File: src/verilog/pgsf_pkg.sv
// Package: offsets, field positions, reset values and timing for the status flag bank
`default_nettype none

package pgsf_pkg;

  // ----------------------------------------------------------------
  // Register offsets
  // ----------------------------------------------------------------
  localparam logic [7:0] PGSF_ADDR_FAULT_CAUSE = 8'h04;  // Read-clear event flags
  localparam logic [7:0] PGSF_ADDR_SOFT_CTRL   = 8'h05;  // Write decodes soft_control_field, not stored
  localparam logic [7:0] PGSF_ADDR_GLOBAL_STAT = 8'h06;  // global_status, read only

  // ----------------------------------------------------------------
  // Fault-cause register bit positions
  // ----------------------------------------------------------------
  localparam int PGSF_FC_SOFT_POWEROFF = 4;
  localparam int PGSF_FC_MANUAL_RESET  = 3;
  localparam int PGSF_FC_SYS_UNDERVOLT = 2;
  localparam int PGSF_FC_SYS_OVERVOLT  = 1;
  localparam int PGSF_FC_THERM_OVLD    = 0;
  localparam logic [7:0] PGSF_FC_RESET = 8'h00;

  // ----------------------------------------------------------------
  // Soft control field: position and command codes
  // ----------------------------------------------------------------
  localparam int PGSF_SFT_LSB = 0;
  localparam logic [1:0] PGSF_SFT_POWEROFF = 2'h2;

  // ----------------------------------------------------------------
  // Global status bit positions
  // ----------------------------------------------------------------
  localparam int PGSF_GS_DEVICE_ID  = 7;
  localparam int PGSF_GS_BIAS_READY = 6;
  localparam int PGSF_GS_LDO_A_DROP = 5;
  localparam int PGSF_GS_LDO_B_DROP = 4;
  localparam int PGSF_GS_THERM_TWO  = 3;
  localparam int PGSF_GS_THERM_ONE  = 2;
  localparam int PGSF_GS_ENABLE     = 1;
  localparam int PGSF_GS_IRQ_GATE   = 0;

  // ----------------------------------------------------------------
  // Synchroniser lanes and their reset values
  // ----------------------------------------------------------------
  localparam int PGSF_SYNC_W = 11;
  // Lanes: 10 id, 9 bias, 8 ldo a, 7 ldo b, 6 alarm2, 5 alarm1,
  //        4 enable_n, 3 manual rst, 2 uv, 1 ov, 0 thermal overload
  localparam logic [10:0] PGSF_SYNC_RESET = 11'h210;  // Bias ready 1, enable_n idle high

  // ----------------------------------------------------------------
  // Enable input debounce timing
  // ----------------------------------------------------------------
  localparam int PGSF_CLK_PERIOD_NS   = 25;
  localparam int PGSF_DEBOUNCE_NS     = 100000;
  localparam int PGSF_DEBOUNCE_CYCLES =
    (PGSF_DEBOUNCE_NS + PGSF_CLK_PERIOD_NS - 1) / PGSF_CLK_PERIOD_NS;
  localparam int PGSF_DEBOUNCE_W      = 12;

endpackage

`default_nettype wire

File: src/verilog/pgsf_flags.sv
// Global event flags and live status register bank of the power manager
`timescale 1ns/1ps
`default_nettype none

// Overview of operation
// - soft_control_field write 0b10 sets bit 4
// - manual reset sets bit 3 until read
// - undervoltage sets bit 2, overvoltage bit 1
// - thermal overload sets bit 0 until read
// - flags reset to 0, a fault-cause read clears all but events present in the read cycle
// - status bit 7 is factory device id
// - status bit 6 shows bias ready, resets 1
// - status bit 5 shows LDO A dropout
// - status bit 4 shows LDO B dropout
// - status bit 3 shows thermal alarm two
// - status bit 2 shows thermal alarm one
// - status bit 1 shows debounced enable active
// - status bit 0 shows unmasked interrupt gate
// - gate bit mirrors open-drain interrupt drive
module pgsf_flags #(
  parameter int DEBOUNCE_CYCLES = pgsf_pkg::PGSF_DEBOUNCE_CYCLES
) (
  // Clock and reset
  input  wire logic       i_core_clk,
  input  wire logic       i_rst_n,
  // Register access from the serial interface engine
  input  wire logic [7:0] i_reg_addr,
  input  wire logic       i_reg_wr,
  input  wire logic       i_reg_rd,
  input  wire logic [7:0] i_reg_wdata,
  output logic      [7:0] o_reg_rdata,
  output logic            o_reg_rvalid,
  // Event detectors (asynchronous levels)
  input  wire logic       i_manual_reset_evt,
  input  wire logic       i_sys_undervolt_evt,
  input  wire logic       i_sys_overvolt_evt,
  input  wire logic       i_thermal_overload_evt,
  // Live status sources (asynchronous levels)
  input  wire logic       i_device_id_bit,
  input  wire logic       i_bias_ready,
  input  wire logic       i_ldo_a_dropout,
  input  wire logic       i_ldo_b_dropout,
  input  wire logic       i_thermal_alarm_two,
  input  wire logic       i_thermal_alarm_one,
  input  wire logic       i_enable_input_n,
  // Unmasked interrupt gate drive (same clock)
  input  wire logic       i_irq_gate,
  // Soft power-off command to the sequencer
  output logic            o_soft_poweroff
);

  import pgsf_pkg::*;

  // ----------------------------------------------------------------
  // Input synchronisation
  // ----------------------------------------------------------------
  logic [PGSF_SYNC_W-1:0] sync_bus;
  logic                   id_s;
  logic                   bias_s;
  logic                   ldo_a_s;
  logic                   ldo_b_s;
  logic                   alarm2_s;
  logic                   alarm1_s;
  logic                   enable_n_s;
  logic                   man_rst_s;
  logic                   uv_s;
  logic                   ov_s;
  logic                   tovl_s;

  pgsf_sync #(
    .WIDTH     (PGSF_SYNC_W),
    .RESET_VAL (PGSF_SYNC_RESET)
  ) u_sync (
    .i_core_clk (i_core_clk),
    .i_rst_n    (i_rst_n),
    .i_async    ({i_device_id_bit, i_bias_ready, i_ldo_a_dropout, i_ldo_b_dropout,
                  i_thermal_alarm_two, i_thermal_alarm_one, i_enable_input_n,
                  i_manual_reset_evt, i_sys_undervolt_evt, i_sys_overvolt_evt,
                  i_thermal_overload_evt}),
    .o_sync     (sync_bus)
  );

  // Split the synchronised lanes
  assign {id_s, bias_s, ldo_a_s, ldo_b_s, alarm2_s, alarm1_s, enable_n_s,
          man_rst_s, uv_s, ov_s, tovl_s} = sync_bus;

  // ----------------------------------------------------------------
  // Access decode
  // ----------------------------------------------------------------
  logic rd_fault;
  logic rd_status;
  logic wr_poweroff;

  // Register selects
  assign rd_fault    = i_reg_rd && (i_reg_addr == PGSF_ADDR_FAULT_CAUSE);
  assign rd_status   = i_reg_rd && (i_reg_addr == PGSF_ADDR_GLOBAL_STAT);
  assign wr_poweroff = i_reg_wr && (i_reg_addr == PGSF_ADDR_SOFT_CTRL) &&
                       (i_reg_wdata[PGSF_SFT_LSB +: 2] == PGSF_SFT_POWEROFF);

  // ----------------------------------------------------------------
  // Enable input debounce
  // ----------------------------------------------------------------
  logic [PGSF_DEBOUNCE_W-1:0] deb_cnt;
  logic                       enable_active;

  // Flip the debounced state only after the new level held long enough
  always_ff @(posedge i_core_clk) begin
    if (!i_rst_n) begin
      deb_cnt       <= '0;
      enable_active <= 1'b0;
    end else if (enable_active == enable_n_s) begin
      if (deb_cnt == PGSF_DEBOUNCE_W'(DEBOUNCE_CYCLES - 1)) begin
        deb_cnt       <= '0;
        enable_active <= ~enable_n_s;
      end else begin
        deb_cnt <= deb_cnt + 1'b1;
      end
    end else begin
      deb_cnt <= '0;  // Bounce restarts the wait
    end
  end

  // ----------------------------------------------------------------
  // Fault-cause event flags
  // ----------------------------------------------------------------
  logic [7:0] fault_flags;
  logic [7:0] fault_set;
  logic [7:0] next_fault_flags;

  // New events this cycle; a set always beats a read clear
  always_comb begin
    fault_set                        = 8'h00;
    fault_set[PGSF_FC_SOFT_POWEROFF] = wr_poweroff;
    fault_set[PGSF_FC_MANUAL_RESET]  = man_rst_s;
    fault_set[PGSF_FC_SYS_UNDERVOLT] = uv_s;
    fault_set[PGSF_FC_SYS_OVERVOLT]  = ov_s;
    fault_set[PGSF_FC_THERM_OVLD]    = tovl_s;
    next_fault_flags = (rd_fault ? 8'h00 : fault_flags) | fault_set;
  end

  // Flag storage
  always_ff @(posedge i_core_clk) begin
    if (!i_rst_n) begin
      fault_flags <= PGSF_FC_RESET;
    end else begin
      fault_flags <= next_fault_flags;
    end
  end

  // ----------------------------------------------------------------
  // Live global status word
  // ----------------------------------------------------------------
  logic [7:0] global_status;

  // Assembled from present source levels, never latched
  always_comb begin
    global_status                     = 8'h00;
    global_status[PGSF_GS_DEVICE_ID]  = id_s;
    global_status[PGSF_GS_BIAS_READY] = bias_s;
    global_status[PGSF_GS_LDO_A_DROP] = ldo_a_s;
    global_status[PGSF_GS_LDO_B_DROP] = ldo_b_s;
    global_status[PGSF_GS_THERM_TWO]  = alarm2_s;
    global_status[PGSF_GS_THERM_ONE]  = alarm1_s;
    global_status[PGSF_GS_ENABLE]     = enable_active;
    global_status[PGSF_GS_IRQ_GATE]   = i_irq_gate;
  end

  // ----------------------------------------------------------------
  // Read data and command outputs
  // ----------------------------------------------------------------
  logic [7:0] next_rdata;

  // Read mux; writes never reach the status word
  always_comb begin
    next_rdata = 8'h00;
    if (rd_fault) begin
      next_rdata = fault_flags;
    end else if (rd_status) begin
      next_rdata = global_status;
    end
  end

  // Registered read data, valid one cycle after the read strobe
  always_ff @(posedge i_core_clk) begin
    if (!i_rst_n) begin
      o_reg_rdata  <= 8'h00;
      o_reg_rvalid <= 1'b0;
    end else begin
      o_reg_rvalid <= i_reg_rd;
      if (i_reg_rd) begin
        o_reg_rdata <= next_rdata;
      end
    end
  end

  // One-cycle power-off command to the sequencer
  always_ff @(posedge i_core_clk) begin
    if (!i_rst_n) begin
      o_soft_poweroff <= 1'b0;
    end else begin
      o_soft_poweroff <= wr_poweroff;
    end
  end
endmodule

`default_nettype wire

File: src/verilog/pgsf_sync.sv
// Two-flop synchroniser bank for asynchronous detector and pin levels
`timescale 1ns/1ps
`default_nettype none

module pgsf_sync #(
  parameter int             WIDTH     = 1,
  parameter logic [WIDTH-1:0] RESET_VAL = '0
) (
  // Clock and reset
  input  wire logic             i_core_clk,
  input  wire logic             i_rst_n,
  // Levels in and out
  input  wire logic [WIDTH-1:0] i_async,
  output logic      [WIDTH-1:0] o_sync
);

  logic [WIDTH-1:0] meta;

  // One two-stage chain per lane; the first stage feeds only the second
  genvar g;
  generate
    for (g = 0; g < WIDTH; g = g + 1) begin : g_lane
      always_ff @(posedge i_core_clk) begin
        if (!i_rst_n) begin
          meta[g]   <= RESET_VAL[g];
          o_sync[g] <= RESET_VAL[g];
        end else begin
          meta[g]   <= i_async[g];
          o_sync[g] <= meta[g];
        end
      end
    end
  endgenerate

endmodule

`default_nettype wire

File: config.mk
export PLATFORM = sky130hd
export DESIGN_NAME = pgsf_flags
export DESIGN_NICKNAME = d
export VERILOG_FILES = /design/src/verilog/pgsf_pkg.sv /design/src/verilog/pgsf_flags.sv /design/src/verilog/pgsf_sync.sv
export SDC_FILE = /design/constraint.sdc
export NUM_CORES = 1
export LEC_CHECK = 0
export BUFFER_PORTS_ARGS = -buffer_cell sky130_fd_sc_hd__buf_2
export CAP_MARGIN = 0
export CORE_MARGIN = 2
export CORE_UTILIZATION = 30
export CTS_BUF_LIST = sky130_fd_sc_hd__clkbuf_16
export CTS_CLUSTER_SIZE = 16
export DETAILED_ROUTE_END_ITERATION = 7
export GPL_TIMING_DRIVEN = 0
export HOLD_SLACK_MARGIN = 0.1
export PLACE_DENSITY = 0.57
export SYNTH_ARGS = -nofsm -noshare
export SYNTH_HDL_FRONTEND = slang
export SYNTH_SLANG_ARGS = --single-unit
File: constraint.sdc
create_clock -name i_core_clk -period 1.4 [get_ports i_core_clk]
set_clock_uncertainty 0.05 [all_clocks]
set_input_delay 0.14 -clock i_core_clk [delete_from_list [all_inputs] [get_ports i_core_clk]]
set_output_delay 0.14 -clock i_core_clk [all_outputs]
set_load 0.05 [all_outputs]
Word-level counts from Yosys, hierarchy flattened
Cells that the tools add are included.

word-level totals
  bits in registers = 53
  output and inout port bits = 10

operators by class
  add/subtract/negate cells = 1
  equal/unequal tests = 6
  mux-type cells = 3
  bitwise operators = 4
  reduce and logical (&&, ||, !) cells = 6

operators by type and width
  cell                   count
  $eq 8x3->1 const B     3
  $mux 8                 3
  $add 12x1->12 const B  1
  $eq 12x12->1 const B   1
  $or 8x5->8             1
  $logic_and 1x1->1      4
  $not 1->1              3
  $reduce_or 3->1        1
  $eq 2x2->1 const B     1
  $reduce_and 2->1       1
  $eq 1x1->1             1

Longest topological paths before layout
Gate-level depths: netlist of run 1.

  word-level depth = 4
  depth in mapped cells = 6

Modules after synthesis
Synthesis of run 1 repeated with hierarchy kept, for this count alone.

second synthesis, totals
  cell total of the unflattened synthesis = 171
  area total of the unflattened synthesis = 1,762.9 sq um

modules (own cells, without submodules)
  module      times used  cells an instance  area an instance (sq um)
  pgsf_flags  1           125                1,169.9
  pgsf_sync   1           46                 593.1

Least setup slack after synthesis of run 1
No wires, ideal clock.

  kind = reg-to-reg
  from = reg deb_cnt[0]
  to = reg deb_cnt[10]
  library setup time = 0.064 ns
  arrival time = 1.368 ns
  setup slack = -0.082 ns
  cell stages (with the launch flop) = 7
  buffers on the path = 1
  period minus slack after synthesis = 1.482 ns
  cells stage by stage = dfxtp_1 ha_1 and4_4 and4_4 or2_4 buf_6 nor2_1

between the ends
  cells in the longest elaborated chain, start to end = 2

RTL lines
  item                                                                   line               RTL
  start, declared                                                        pgsf_flags.sv:103  logic [PGSF_DEBOUNCE_W-1:0] deb_cnt;
  start signal, assigned                                                 pgsf_flags.sv:116  deb_cnt <= deb_cnt + 1'b1;
  parallel branches: the longest is 2 deep, another holds $add 12x1->12  --

Several ways; the timed one is not identified.
A chain may end at the register's enable or synchronous reset.

Worst setup path in the final report of run 1
  from = reg deb_cnt[1]
  to = reg deb_cnt[3]

The elaborated chain is that of the path after synthesis.

==> impl_summary.txt, run 1 <==
----------------------------------------------------
[CTS]
  Clk buf depth ... 2
  Number of clock sinks ... 50
  Number of levels in the clock H-tree ... 2
  Clock tree from TritonCTS ... built
  Clock transition at the registers of the reported paths ... 0.07 ns
  CTS buffer count ... 5
  Clock network latency to the later pin of the worst-skew pair ... 0.28 ns
  Clock tree root driver cell ... sky130_fd_sc_hd__clkbuf_16

[Floorplanning]
  Placement row count ... 27
  Area of the placeable core ... 5570 sq um
  Initial core utilization ... 0.316
  Die Y ... 80.6 um
  Horizontal die dimension ... 80.6 um
  Count of pins on the block boundary ... 42
  Die Area ... 6490 sq um

[Worst setup path]
  Logic depth of the worst register-to-register path ... 5
  CP Class ... register to register
  Critical path data arrival time ... 1.46 ns
  Reg2Reg Setup Slack ... 0.07 ns
  Nature of the critical path endpoint ... register
  Crit-path most repeated cell ... sky130_fd_sc_hd__and4_4
  Capture point of the critical path ... deb_cnt[3]
  Worst setup SP type ... register
  Largest stage delay on the critical path ... 0.36 ns
  Cells along the critical path ... ha_4 -> and4_4 -> and4_4 -> or2_4 -> nor2_1
  Endpoint of the worst register-to-register path ... deb_cnt[3]
  Required time reported for the critical path endpoint ... 1.53 ns
  CP startpoint ... deb_cnt[1]
  Start of the worst register-to-register path ... deb_cnt[1]
  Worst-path maximum fanout ... 6
  Cell with the biggest individual delay on the critical path ... sky130_fd_sc_hd__dfxtp_4

[Min path]
  Hold Crit Class ... primary input to register

[Routing]
  Detailed-route via count ... 1323
  Post-DR vias/cell ... 4.40
  Final wirelength ... 3.42 mm
  Number of DRC violations after detailed routing ... 0
  Avg WL per Cell ... 11.4 um
  Antenna-violating nets left ... 0
  Number of optimization iterations in the first detailed-route pass ... 4
  Initial DRC count ... 28

[STA]
  Number of hold violations in the final report ... 0
  Setup repair after global routing missed its margin ... no
  Final setup TNS ... 0 ns
  Setup-violating endpoint count in the final report ... 0
  Final worst-path cycle share ... 0.952
  Worst slew margin relative to its limit ... 0.722
  Tmin final ... 1.33 ns
  Worst-margin pin slew ... 0.417 ns
  Max Clk Rate ... 0.750 GHz
  Number of slew-limit violations in the final report ... 0

[Yosys]
  Net count of the mapped netlist ... 199
  Instance count of the mapped netlist ... 166
  Count of flip-flops with a built-in enable after synthesis ... 0
  Yosys reg bits ... 50
  Warning count from the yosys run ... 0
  Part of the Yosys area used for sequential elements ... 0.569
  Most used flip-flop cell after synthesis ... sky130_fd_sc_hd__dfxtp_1
  Number of library cell types mapped by synthesis ... 32
  Proportion of register bits with asynchronous set or reset after synthesis ... 0
  Post-Synthesis Cell Area ... 1760 sq um
  Post-synthesis area per instance ... 10.6 sq um

[Final layout]
  Number of standard cells in the final layout excluding fillers ... 301
  Inserted Diodes ... 0
  Final Net Count ... 261
  Final design utilization ... 0.435
  Layout overhead on the synthesized area ... 37.7%
  Layout cell share with drive strength beyond 1 ... 0.245

[Outcome]
  Result of the run ... finished clean

[Global route]
  Final global-route overflow total ... 0
  Wire length of the first global-routing pass ... 5.54 mm
  Vias in the first global route ... 1182
  Maximum number of pins on one net before global-route repair ... 18
  Initial antenna violation count ... 0
  GRT Util Overall ... 0.112

[Placement]
  Last weighted congestion value of the routability-driven placer ... 0.694
  Count of buffers from port buffering ... 34
  Dpl hpwl ... 2.28 mm
  Dpl cells ... 272

[Power and ir drop]
  Final Power ... 3020 uW
  VDD IR-drop max ... 0.000684 V
  Static Leakage ... 0.000992 uW
  Power density relative to cell area ... 1250 nW/um^2

[Job]
  Count of maximum capacitance violations ... 0

----------------------------------------------------
how the worst min path moves through the flow:
| stage | depth (start not counted) | from | endpoint |
|---|---|---|---|
| after global routing | 3 | i_reg_addr[0] | o_soft_poweroff |
| after floorplan | 1 | i_rst_n | u_sync.meta[4] |
| after global placement | 2 | i_enable_input_n | u_sync.meta[4] |
| after detailed placement | 2 | i_enable_input_n | u_sync.meta[4] |
| after CTS | 3 | i_reg_addr[0] | o_soft_poweroff |
| final | 3 | i_reg_addr[0] | o_soft_poweroff |
critical path, delay by kind of cell, from the launching register on:
kind / cells / cell delay (ns)
AND/OR/NAND/NOR: 4 / 0.67
adder cells (fa/ha/maj): 1 / 0.14
flip-flops: 1 / 0.36
power breakdown:
part	internal [uW]	total [uW]	switching, uW
registers	1460	1470	10.9
logic	101	175	74.6
clock network	852	1380	524
flip-flops by register name, indices dropped and copies added, names as in the netlist:
name,flops
enable_active,1
o_soft_poweroff,1
o_reg_rdata,8
fault_flags,5
o_reg_rvalid,1
deb_cnt,12
u_sync.meta,11
u_sync.o_sync,11
repair_timing:
item	4_1_cts	5_1_grt
gates cloned	0	1
hold buffers	19	0
setup endpoints to repair	10	16
endpoints found under the hold margin	14	0
gates resized for setup	2	2
buffers inserted	2	0
pin swaps	0	1
kinds of logic after synthesis:
| logic type | Yosys count | share of synthesized area |
|---|---|---|
| AO/OA/AOI/OAI | 15 | 0.0704 |
| multiplexers | 5 | 0.0285 |
| AND/OR/NAND/NOR | 75 | 0.246 |
| buffers and inverters | 9 | 0.0242 |
| flip-flops | 50 | 0.569 |
| adder cells (fa/ha/maj) | 1 | 0.00711 |
| XOR/XNOR | 11 | 0.0548 |
layer usage:
| layer | share of wire | track usage | up-vias |
|---|---|---|---|
| li1 | - | - | 686 |
| met1 | 0.51 | 0.145 | 605 |
| met2 | 0.43 | 0.178 | 30 |
| met3 | 0.047 | 0.0337 | 2 |
| met4 | 0.0079 | 0.0356 | 0 |
| met5 | 0 | 0 | - |
synthesized netlist by cell type (2+ instances only):
cell type | instances | area [sq um]
sky130_fd_sc_hd__dfxtp_1 | 50 | 1000
sky130_fd_sc_hd__o2bb2ai_1 | 2 | 17.5
sky130_fd_sc_hd__nor2_1 | 20 | 75.1
sky130_fd_sc_hd__a2bb2oi_1 | 5 | 43.8
sky130_fd_sc_hd__clkbuf_1 | 3 | 11.3
sky130_fd_sc_hd__mux2i_1 | 5 | 50.1
sky130_fd_sc_hd__nor3_1 | 3 | 15.0
sky130_fd_sc_hd__inv_1 | 4 | 15.0
sky130_fd_sc_hd__nand2b_1 | 4 | 25.0
sky130_fd_sc_hd__and2_1 | 22 | 138
sky130_fd_sc_hd__nand4_1 | 4 | 25.0
sky130_fd_sc_hd__a22o_1 | 4 | 35.0
sky130_fd_sc_hd__xnor2_1 | 6 | 52.6
sky130_fd_sc_hd__and4_4 | 2 | 22.5
sky130_fd_sc_hd__nand3_1 | 4 | 20.0
sky130_fd_sc_hd__nand2_1 | 8 | 30.0
sky130_fd_sc_hd__xor2_1 | 5 | 43.8
cell type report:
type	count	area (sq um)
clock buffer	5	125
tap	72	90.1
fill	527	3150
clock inverter	3	47.5
timing repair buffer	55	375
buffer	4	16.3
multi-input combinational	108	744
sequential	50	1010
inverter	4	15.0
stage by stage:
step	setup WS (ns)	instance area, sq um	hold WS, ns
2_1_floorplan	0.0400	1770	0.163
3_3_place_gp	-0.0409	2030	0.276
3_5_place_dp	-0.0576	2030	0.278
4_1_cts	0.0247	2410	0.103
5_1_grt	0.00548	2420	0.131
6_report	0.0670	2420	0.124
cell usage in the layout (no fill, tap or decap), types with 2 or more instances in the layout:
cell	synthesis	final
sky130_fd_sc_hd__clkbuf_1	3	3
sky130_fd_sc_hd__nand3_1	4	4
sky130_fd_sc_hd__nor3_1	3	3
sky130_fd_sc_hd__clkbuf_16	0	5
sky130_fd_sc_hd__or2_4	1	2
sky130_fd_sc_hd__mux2i_1	5	5
sky130_fd_sc_hd__a22o_1	4	4
sky130_fd_sc_hd__xnor2_1	6	6
sky130_fd_sc_hd__and2_1	22	22
sky130_fd_sc_hd__nor2_1	20	20
sky130_fd_sc_hd__dfxtp_4	0	2
sky130_fd_sc_hd__inv_1	4	4
sky130_fd_sc_hd__and4_4	2	2
sky130_fd_sc_hd__buf_2	1	35
sky130_fd_sc_hd__dfxtp_1	50	48
sky130_fd_sc_hd__nand4_1	4	4
sky130_fd_sc_hd__nand2_1	8	8
sky130_fd_sc_hd__o2bb2ai_1	2	2
sky130_fd_sc_hd__buf_4	0	2
sky130_fd_sc_hd__nand2b_1	4	4
sky130_fd_sc_hd__xor2_1	5	5
sky130_fd_sc_hd__dlygate4sd3_1	0	19
sky130_fd_sc_hd__a2bb2oi_1	5	5
Note: power is estimated with default switching activity, not from simulation.
==> run 2: changes to the inputs <==
--- a/config.mk
+++ b/config.mk
@@ -17,4 +17,5 @@
 export PLACE_DENSITY = 0.57
 export SYNTH_ARGS = -nofsm -noshare
 export SYNTH_HDL_FRONTEND = slang
+export SYNTH_HIERARCHICAL = 1
 export SYNTH_SLANG_ARGS = --single-unit
==> run 2 against run 1 <==
Maximum frequency shrank 0.27%. Power decreased by 7.6%. Sequential share of layout area increased by 0.70 points. First-iteration DRC count is 93% higher. Via count decreased by 3.7%. Register-to-register slack about the same. Die area increased by 0.21%. Largest cell class unchanged. Wire length fell by 7.2%. Count of clock-buffer cells in the layout is the same. Non-clock buffer count down 2. Critical path depth did not move. Clock power decreased by 16%.
==> impl_summary.txt, run 2 <==
----------------------------------------------------
[Outcome]
  Result of the run ... finished clean

[CTS]
  Clock tree from TritonCTS ... built
  Clock tree root driver cell ... sky130_fd_sc_hd__clkbuf_16
  Clk buf depth ... 2 (unchanged)
  Number of clock sinks ... 50 (unchanged)
  Clock transition at the registers of the reported paths ... 0.06 ns (about the same)
  Clock network latency to the later pin of the worst-skew pair ... 0.28 ns (about the same)
  Number of levels in the clock H-tree ... 2 (unchanged)
  CTS buffer count ... 5 (unchanged)

[Yosys]
  Instance count of the mapped netlist ... 171 (+3.0%)
  Most frequent cell after synthesis ... sky130_fd_sc_hd__dfxtp_1
  Post-synthesis area per instance ... 10.3 sq um (-2.7%)
  Number of library cell types mapped by synthesis ... 30 (-6.3%)
  Warning count from the yosys run ... 6 (+6)
  Net count of the mapped netlist ... 204 (+2.5%)
  Proportion of register bits with asynchronous set or reset after synthesis ... 0 (unchanged)
  Part of the Yosys area used for sequential elements ... 0.568 (-0.00121)
  Top cell types by occurrence after synthesis ... 50 x sky130_fd_sc_hd__dfxtp_1, 24 x sky130_fd_sc_hd__and2_1, 14 x sky130_fd_sc_hd__nor2_1, 9 x sky130_fd_sc_hd__nand2b_1
  Top area cells in the synthesized netlist ... sky130_fd_sc_hd__dfxtp_1 57%, sky130_fd_sc_hd__and2_1 8.5%, sky130_fd_sc_hd__nand2b_1 3.2%
  Post-Synthesis Cell Area ... 1760 sq um (+0.21%)
  Area share of the leading cell type in the synthesized netlist ... 0.568 (-0.00121)
  Count of flip-flops with a built-in enable after synthesis ... 0 (unchanged)
  Library cell occupying the most area in the post-synthesis netlist ... sky130_fd_sc_hd__dfxtp_1
  Yosys reg bits ... 50 (unchanged)
  Most used flip-flop cell after synthesis ... sky130_fd_sc_hd__dfxtp_1

[Floorplanning]
  Die Y ... 80.7 um (+0.11%)
  Horizontal die dimension ... 80.7 um (+0.11%)
  Count of pins on the block boundary ... 42 (unchanged)
  Die Area ... 6510 sq um (+0.21%)
  Placement row count ... 27 (unchanged)
  Area of the placeable core ... 5610 sq um (+0.61%)
  Initial core utilization ... 0.314 (-0.00123)

[Routing]
  Number of optimization iterations in the first detailed-route pass ... 3 (-1)
  Initial DRC count ... 54 (+93%)
  Post-DR vias/cell ... 4.22 (-4.0%)
  Number of DRC violations after detailed routing ... 0 (unchanged)
  Avg WL per Cell ... 10.5 um (-7.6%)
  Detailed-route via count ... 1274 (-3.7%)
  Final wirelength ... 3.17 mm (-7.2%)
  Antenna-violating nets left ... 0 (unchanged)

[Global route]
  Maximum number of pins on one net before global-route repair ... 17 (-1)
  Final global-route overflow total ... 0 (unchanged)
  Vias in the first global route ... 1218 (+3.0%)
  Initial antenna violation count ... 0 (unchanged)
  Wire length of the first global-routing pass ... 5.43 mm (-2.0%)
  GRT Util Overall ... 0.112 (-0.000132)

[STA]
  Final WS setup ... 0.0634 ns (-0.00367 ns)
  Tmin final ... 1.34 ns (+0.00367 ns)
  Final worst-path cycle share ... 0.955 (+0.00262)
  Worst-margin pin slew ... 0.540 ns (+0.123 ns)
  Number of slew-limit violations in the final report ... 0 (unchanged)
  Max Clk Rate ... 0.748 GHz (-0.27%)
  Number of hold violations in the final report ... 0 (unchanged)
  Setup-violating endpoint count in the final report ... 0 (unchanged)
  Worst slew margin relative to its limit ... 0.640 (-0.0818)

[Worst setup path]
  Logic depth of the worst register-to-register path ... 5 (unchanged)
  Critical path data arrival time ... 1.46 ns (about the same)
  Required time reported for the critical path endpoint ... 1.53 ns (about the same)
  Capture point of the critical path ... deb_cnt[4]
  Reg2Reg Setup Slack ... 0.06 ns (about the same)
  Worst-path maximum fanout ... 6 (unchanged)
  Endpoint of the worst register-to-register path ... deb_cnt[4]
  CP startpoint ... deb_cnt[1]
  Nature of the critical path endpoint ... register
  CP Class ... register to register
  Start of the worst register-to-register path ... deb_cnt[1]
  Worst setup SP type ... register

[Final layout]
  Most used cells in the layout excluding fill and tap cells ... 48 x sky130_fd_sc_hd__dfxtp_1, 33 x sky130_fd_sc_hd__buf_2, 24 x sky130_fd_sc_hd__and2_1, 15 x sky130_fd_sc_hd__dlygate4sd3_1, 11 x sky130_fd_sc_hd__nor2_1
  Layout overhead on the synthesized area ... 35.1%
  Inserted Diodes ... 0 (unchanged)
  Final Cell Area ... 2380 sq um (-1.7%)
  Number of standard cells in the final layout excluding fillers ... 302 (+0.33%)
  Filler Cell Count ... 581 (+10%)
  Final Net Count ... 262 (+0.38%)
  Most common cell after layout, fill and taps aside ... sky130_fd_sc_hd__dfxtp_1
  Layout cell share with drive strength beyond 1 ... 0.252 (+0.00763)
  Largest register FFs ... 12 (unchanged)
  Largest registers in the final layout ... deb_cnt x12, u_sync/meta x11, u_sync/o_sync x11
  Top register by number of flip-flops ... deb_cnt

[Placement]
  Last weighted congestion value of the routability-driven placer ... 0.739 (+6.5%)
  DP Area ... 2050 sq um (+0.68%)
  Dpl cells ... 276 (+1.5%)
  Dpl hpwl ... 2.21 mm (-3.4%)
  Count of buffers from port buffering ... 33 (-2.9%)
  Worst-case setup slack after placement ... -0.175 ns (-0.117 ns)

[Power and ir drop]
  Power density relative to cell area ... 1170 nW/um^2 (-6.0%)
  VDD IR-drop max ... 0.000477 V (-30%)
  Static Leakage ... 0.000943 uW (-5.0%)

[Job]
  Count of maximum capacitance violations ... 0 (unchanged)

[Min path]
  Hold Crit Class ... primary input to register

----------------------------------------------------
[run 2: changes by cell type in the layout (fill, tap and decap cells not counted), moves of 2 or more]
cell,change
sky130_fd_sc_hd__a2bb2oi_1,-5
sky130_fd_sc_hd__nor2_1,-9
sky130_fd_sc_hd__a21boi_0,+3
sky130_fd_sc_hd__and2_1,+2
sky130_fd_sc_hd__o22ai_1,+4
sky130_fd_sc_hd__buf_2,-2
sky130_fd_sc_hd__buf_4,+3
sky130_fd_sc_hd__dlygate4sd3_1,-4
sky130_fd_sc_hd__o2bb2ai_1,-2
sky130_fd_sc_hd__nand2_1,-3
sky130_fd_sc_hd__inv_1,+2
sky130_fd_sc_hd__nand2b_1,+5
sky130_fd_sc_hd__nor2_2,+3
sky130_fd_sc_hd__nand3_1,+2
[run 2: worst min-delay path by stage]
stage	startpoint	endpoint	slack (ns)	cells past startpoint
after floorplan	i_rst_n	u_sync/meta[9]	0.16	1
after global placement	i_bias_ready	u_sync/meta[9]	0.28	2
after detailed placement	i_enable_input_n	u_sync/meta[4]	0.27	2
after CTS	i_reg_wdata[0]	o_soft_poweroff	0.11	4
after global routing	i_reg_wdata[0]	o_soft_poweroff	0.12	4
final	i_reg_wdata[0]	o_soft_poweroff	0.1	4
[run 2: kinds of logic (layout without fill, tap and decap cells)]
logic type	count (synthesis)	in the layout	share of synthesized area
and+or+nand+nor	76	77	0.246
DFF	50	50	0.568
AOI/OAI and AO/OA	15	15	0.0639
buffers and inverters	13	71	0.0319
xor gates and xnor gates	11	11	0.0546
muxes	5	5	0.0284
adders and majority gates	1	1	0.00710
[run 2: per-layer routing]
layer | vias up | wire length (um) | GRT usage
li1 | 690 | - | -
met1 | 550 | 1630 | 0.131
met2 | 29 | 1310 | 0.178
met3 | 5 | 183 | 0.0449
met4 | 0 | 51 | 0.0508
met5 | - | 0 | 0
[run 2: power by group]
group          total [uW]  switching (uW)  internal [uW]
Clock                1160             500            661
Sequential           1470            12.2           1460
Combinational         159            65.3           94.0
[run 2: stage by stage]
step / util / setup TNS [ns] / total power (uW) / hold slack, ns
after floorplan: - / -0.00874 / 1580 / 0.163
after detailed placement: 0.365 / -2.86 / 1630 / 0.274
after global routing: 0.425 / -0.000356 / 2920 / 0.116
final: 0.425 / 0 / 2790 / 0.0978
after global placement: 0.365 / -2.56 / 1630 / 0.280
after CTS: 0.418 / 0 / 2830 / 0.113
[run 2: repair_timing]
item / in CTS / in global routing
hold buffers: 15 / 0
gates resized for setup: 2 / 6
endpoints found under the setup margin: 10 / 13
setup buffers: 0 / 3
gates cloned: 1 / 0
pin swaps: 1 / 2
endpoints found under the hold margin: 13 / 0
[run 2: layout make-up]
cell class / instances / area (sq um) / area share
buffer: 6 / 30.0 / 0.0126
clock buffer: 5 / 125 / 0.0525
clock inverter: 3 / 21.3 / 0.00893
inverter: 6 / 22.5 / 0.00945
multi-input combinational: 109 / 747 / 0.314
sequential: 50 / 1010 / 0.423
tap: 72 / 90.1 / 0.0378
timing repair buffer: 51 / 338 / 0.142
[run 2: worst max-delay path, stage by stage, from the launching register on]
cell	delay [ns]
sky130_fd_sc_hd__dfxtp_4	0.36
sky130_fd_sc_hd__ha_4	0.14
sky130_fd_sc_hd__and4_4	0.22
sky130_fd_sc_hd__and4_4	0.23
sky130_fd_sc_hd__or2_4	0.17
sky130_fd_sc_hd__nor2_1	0.06
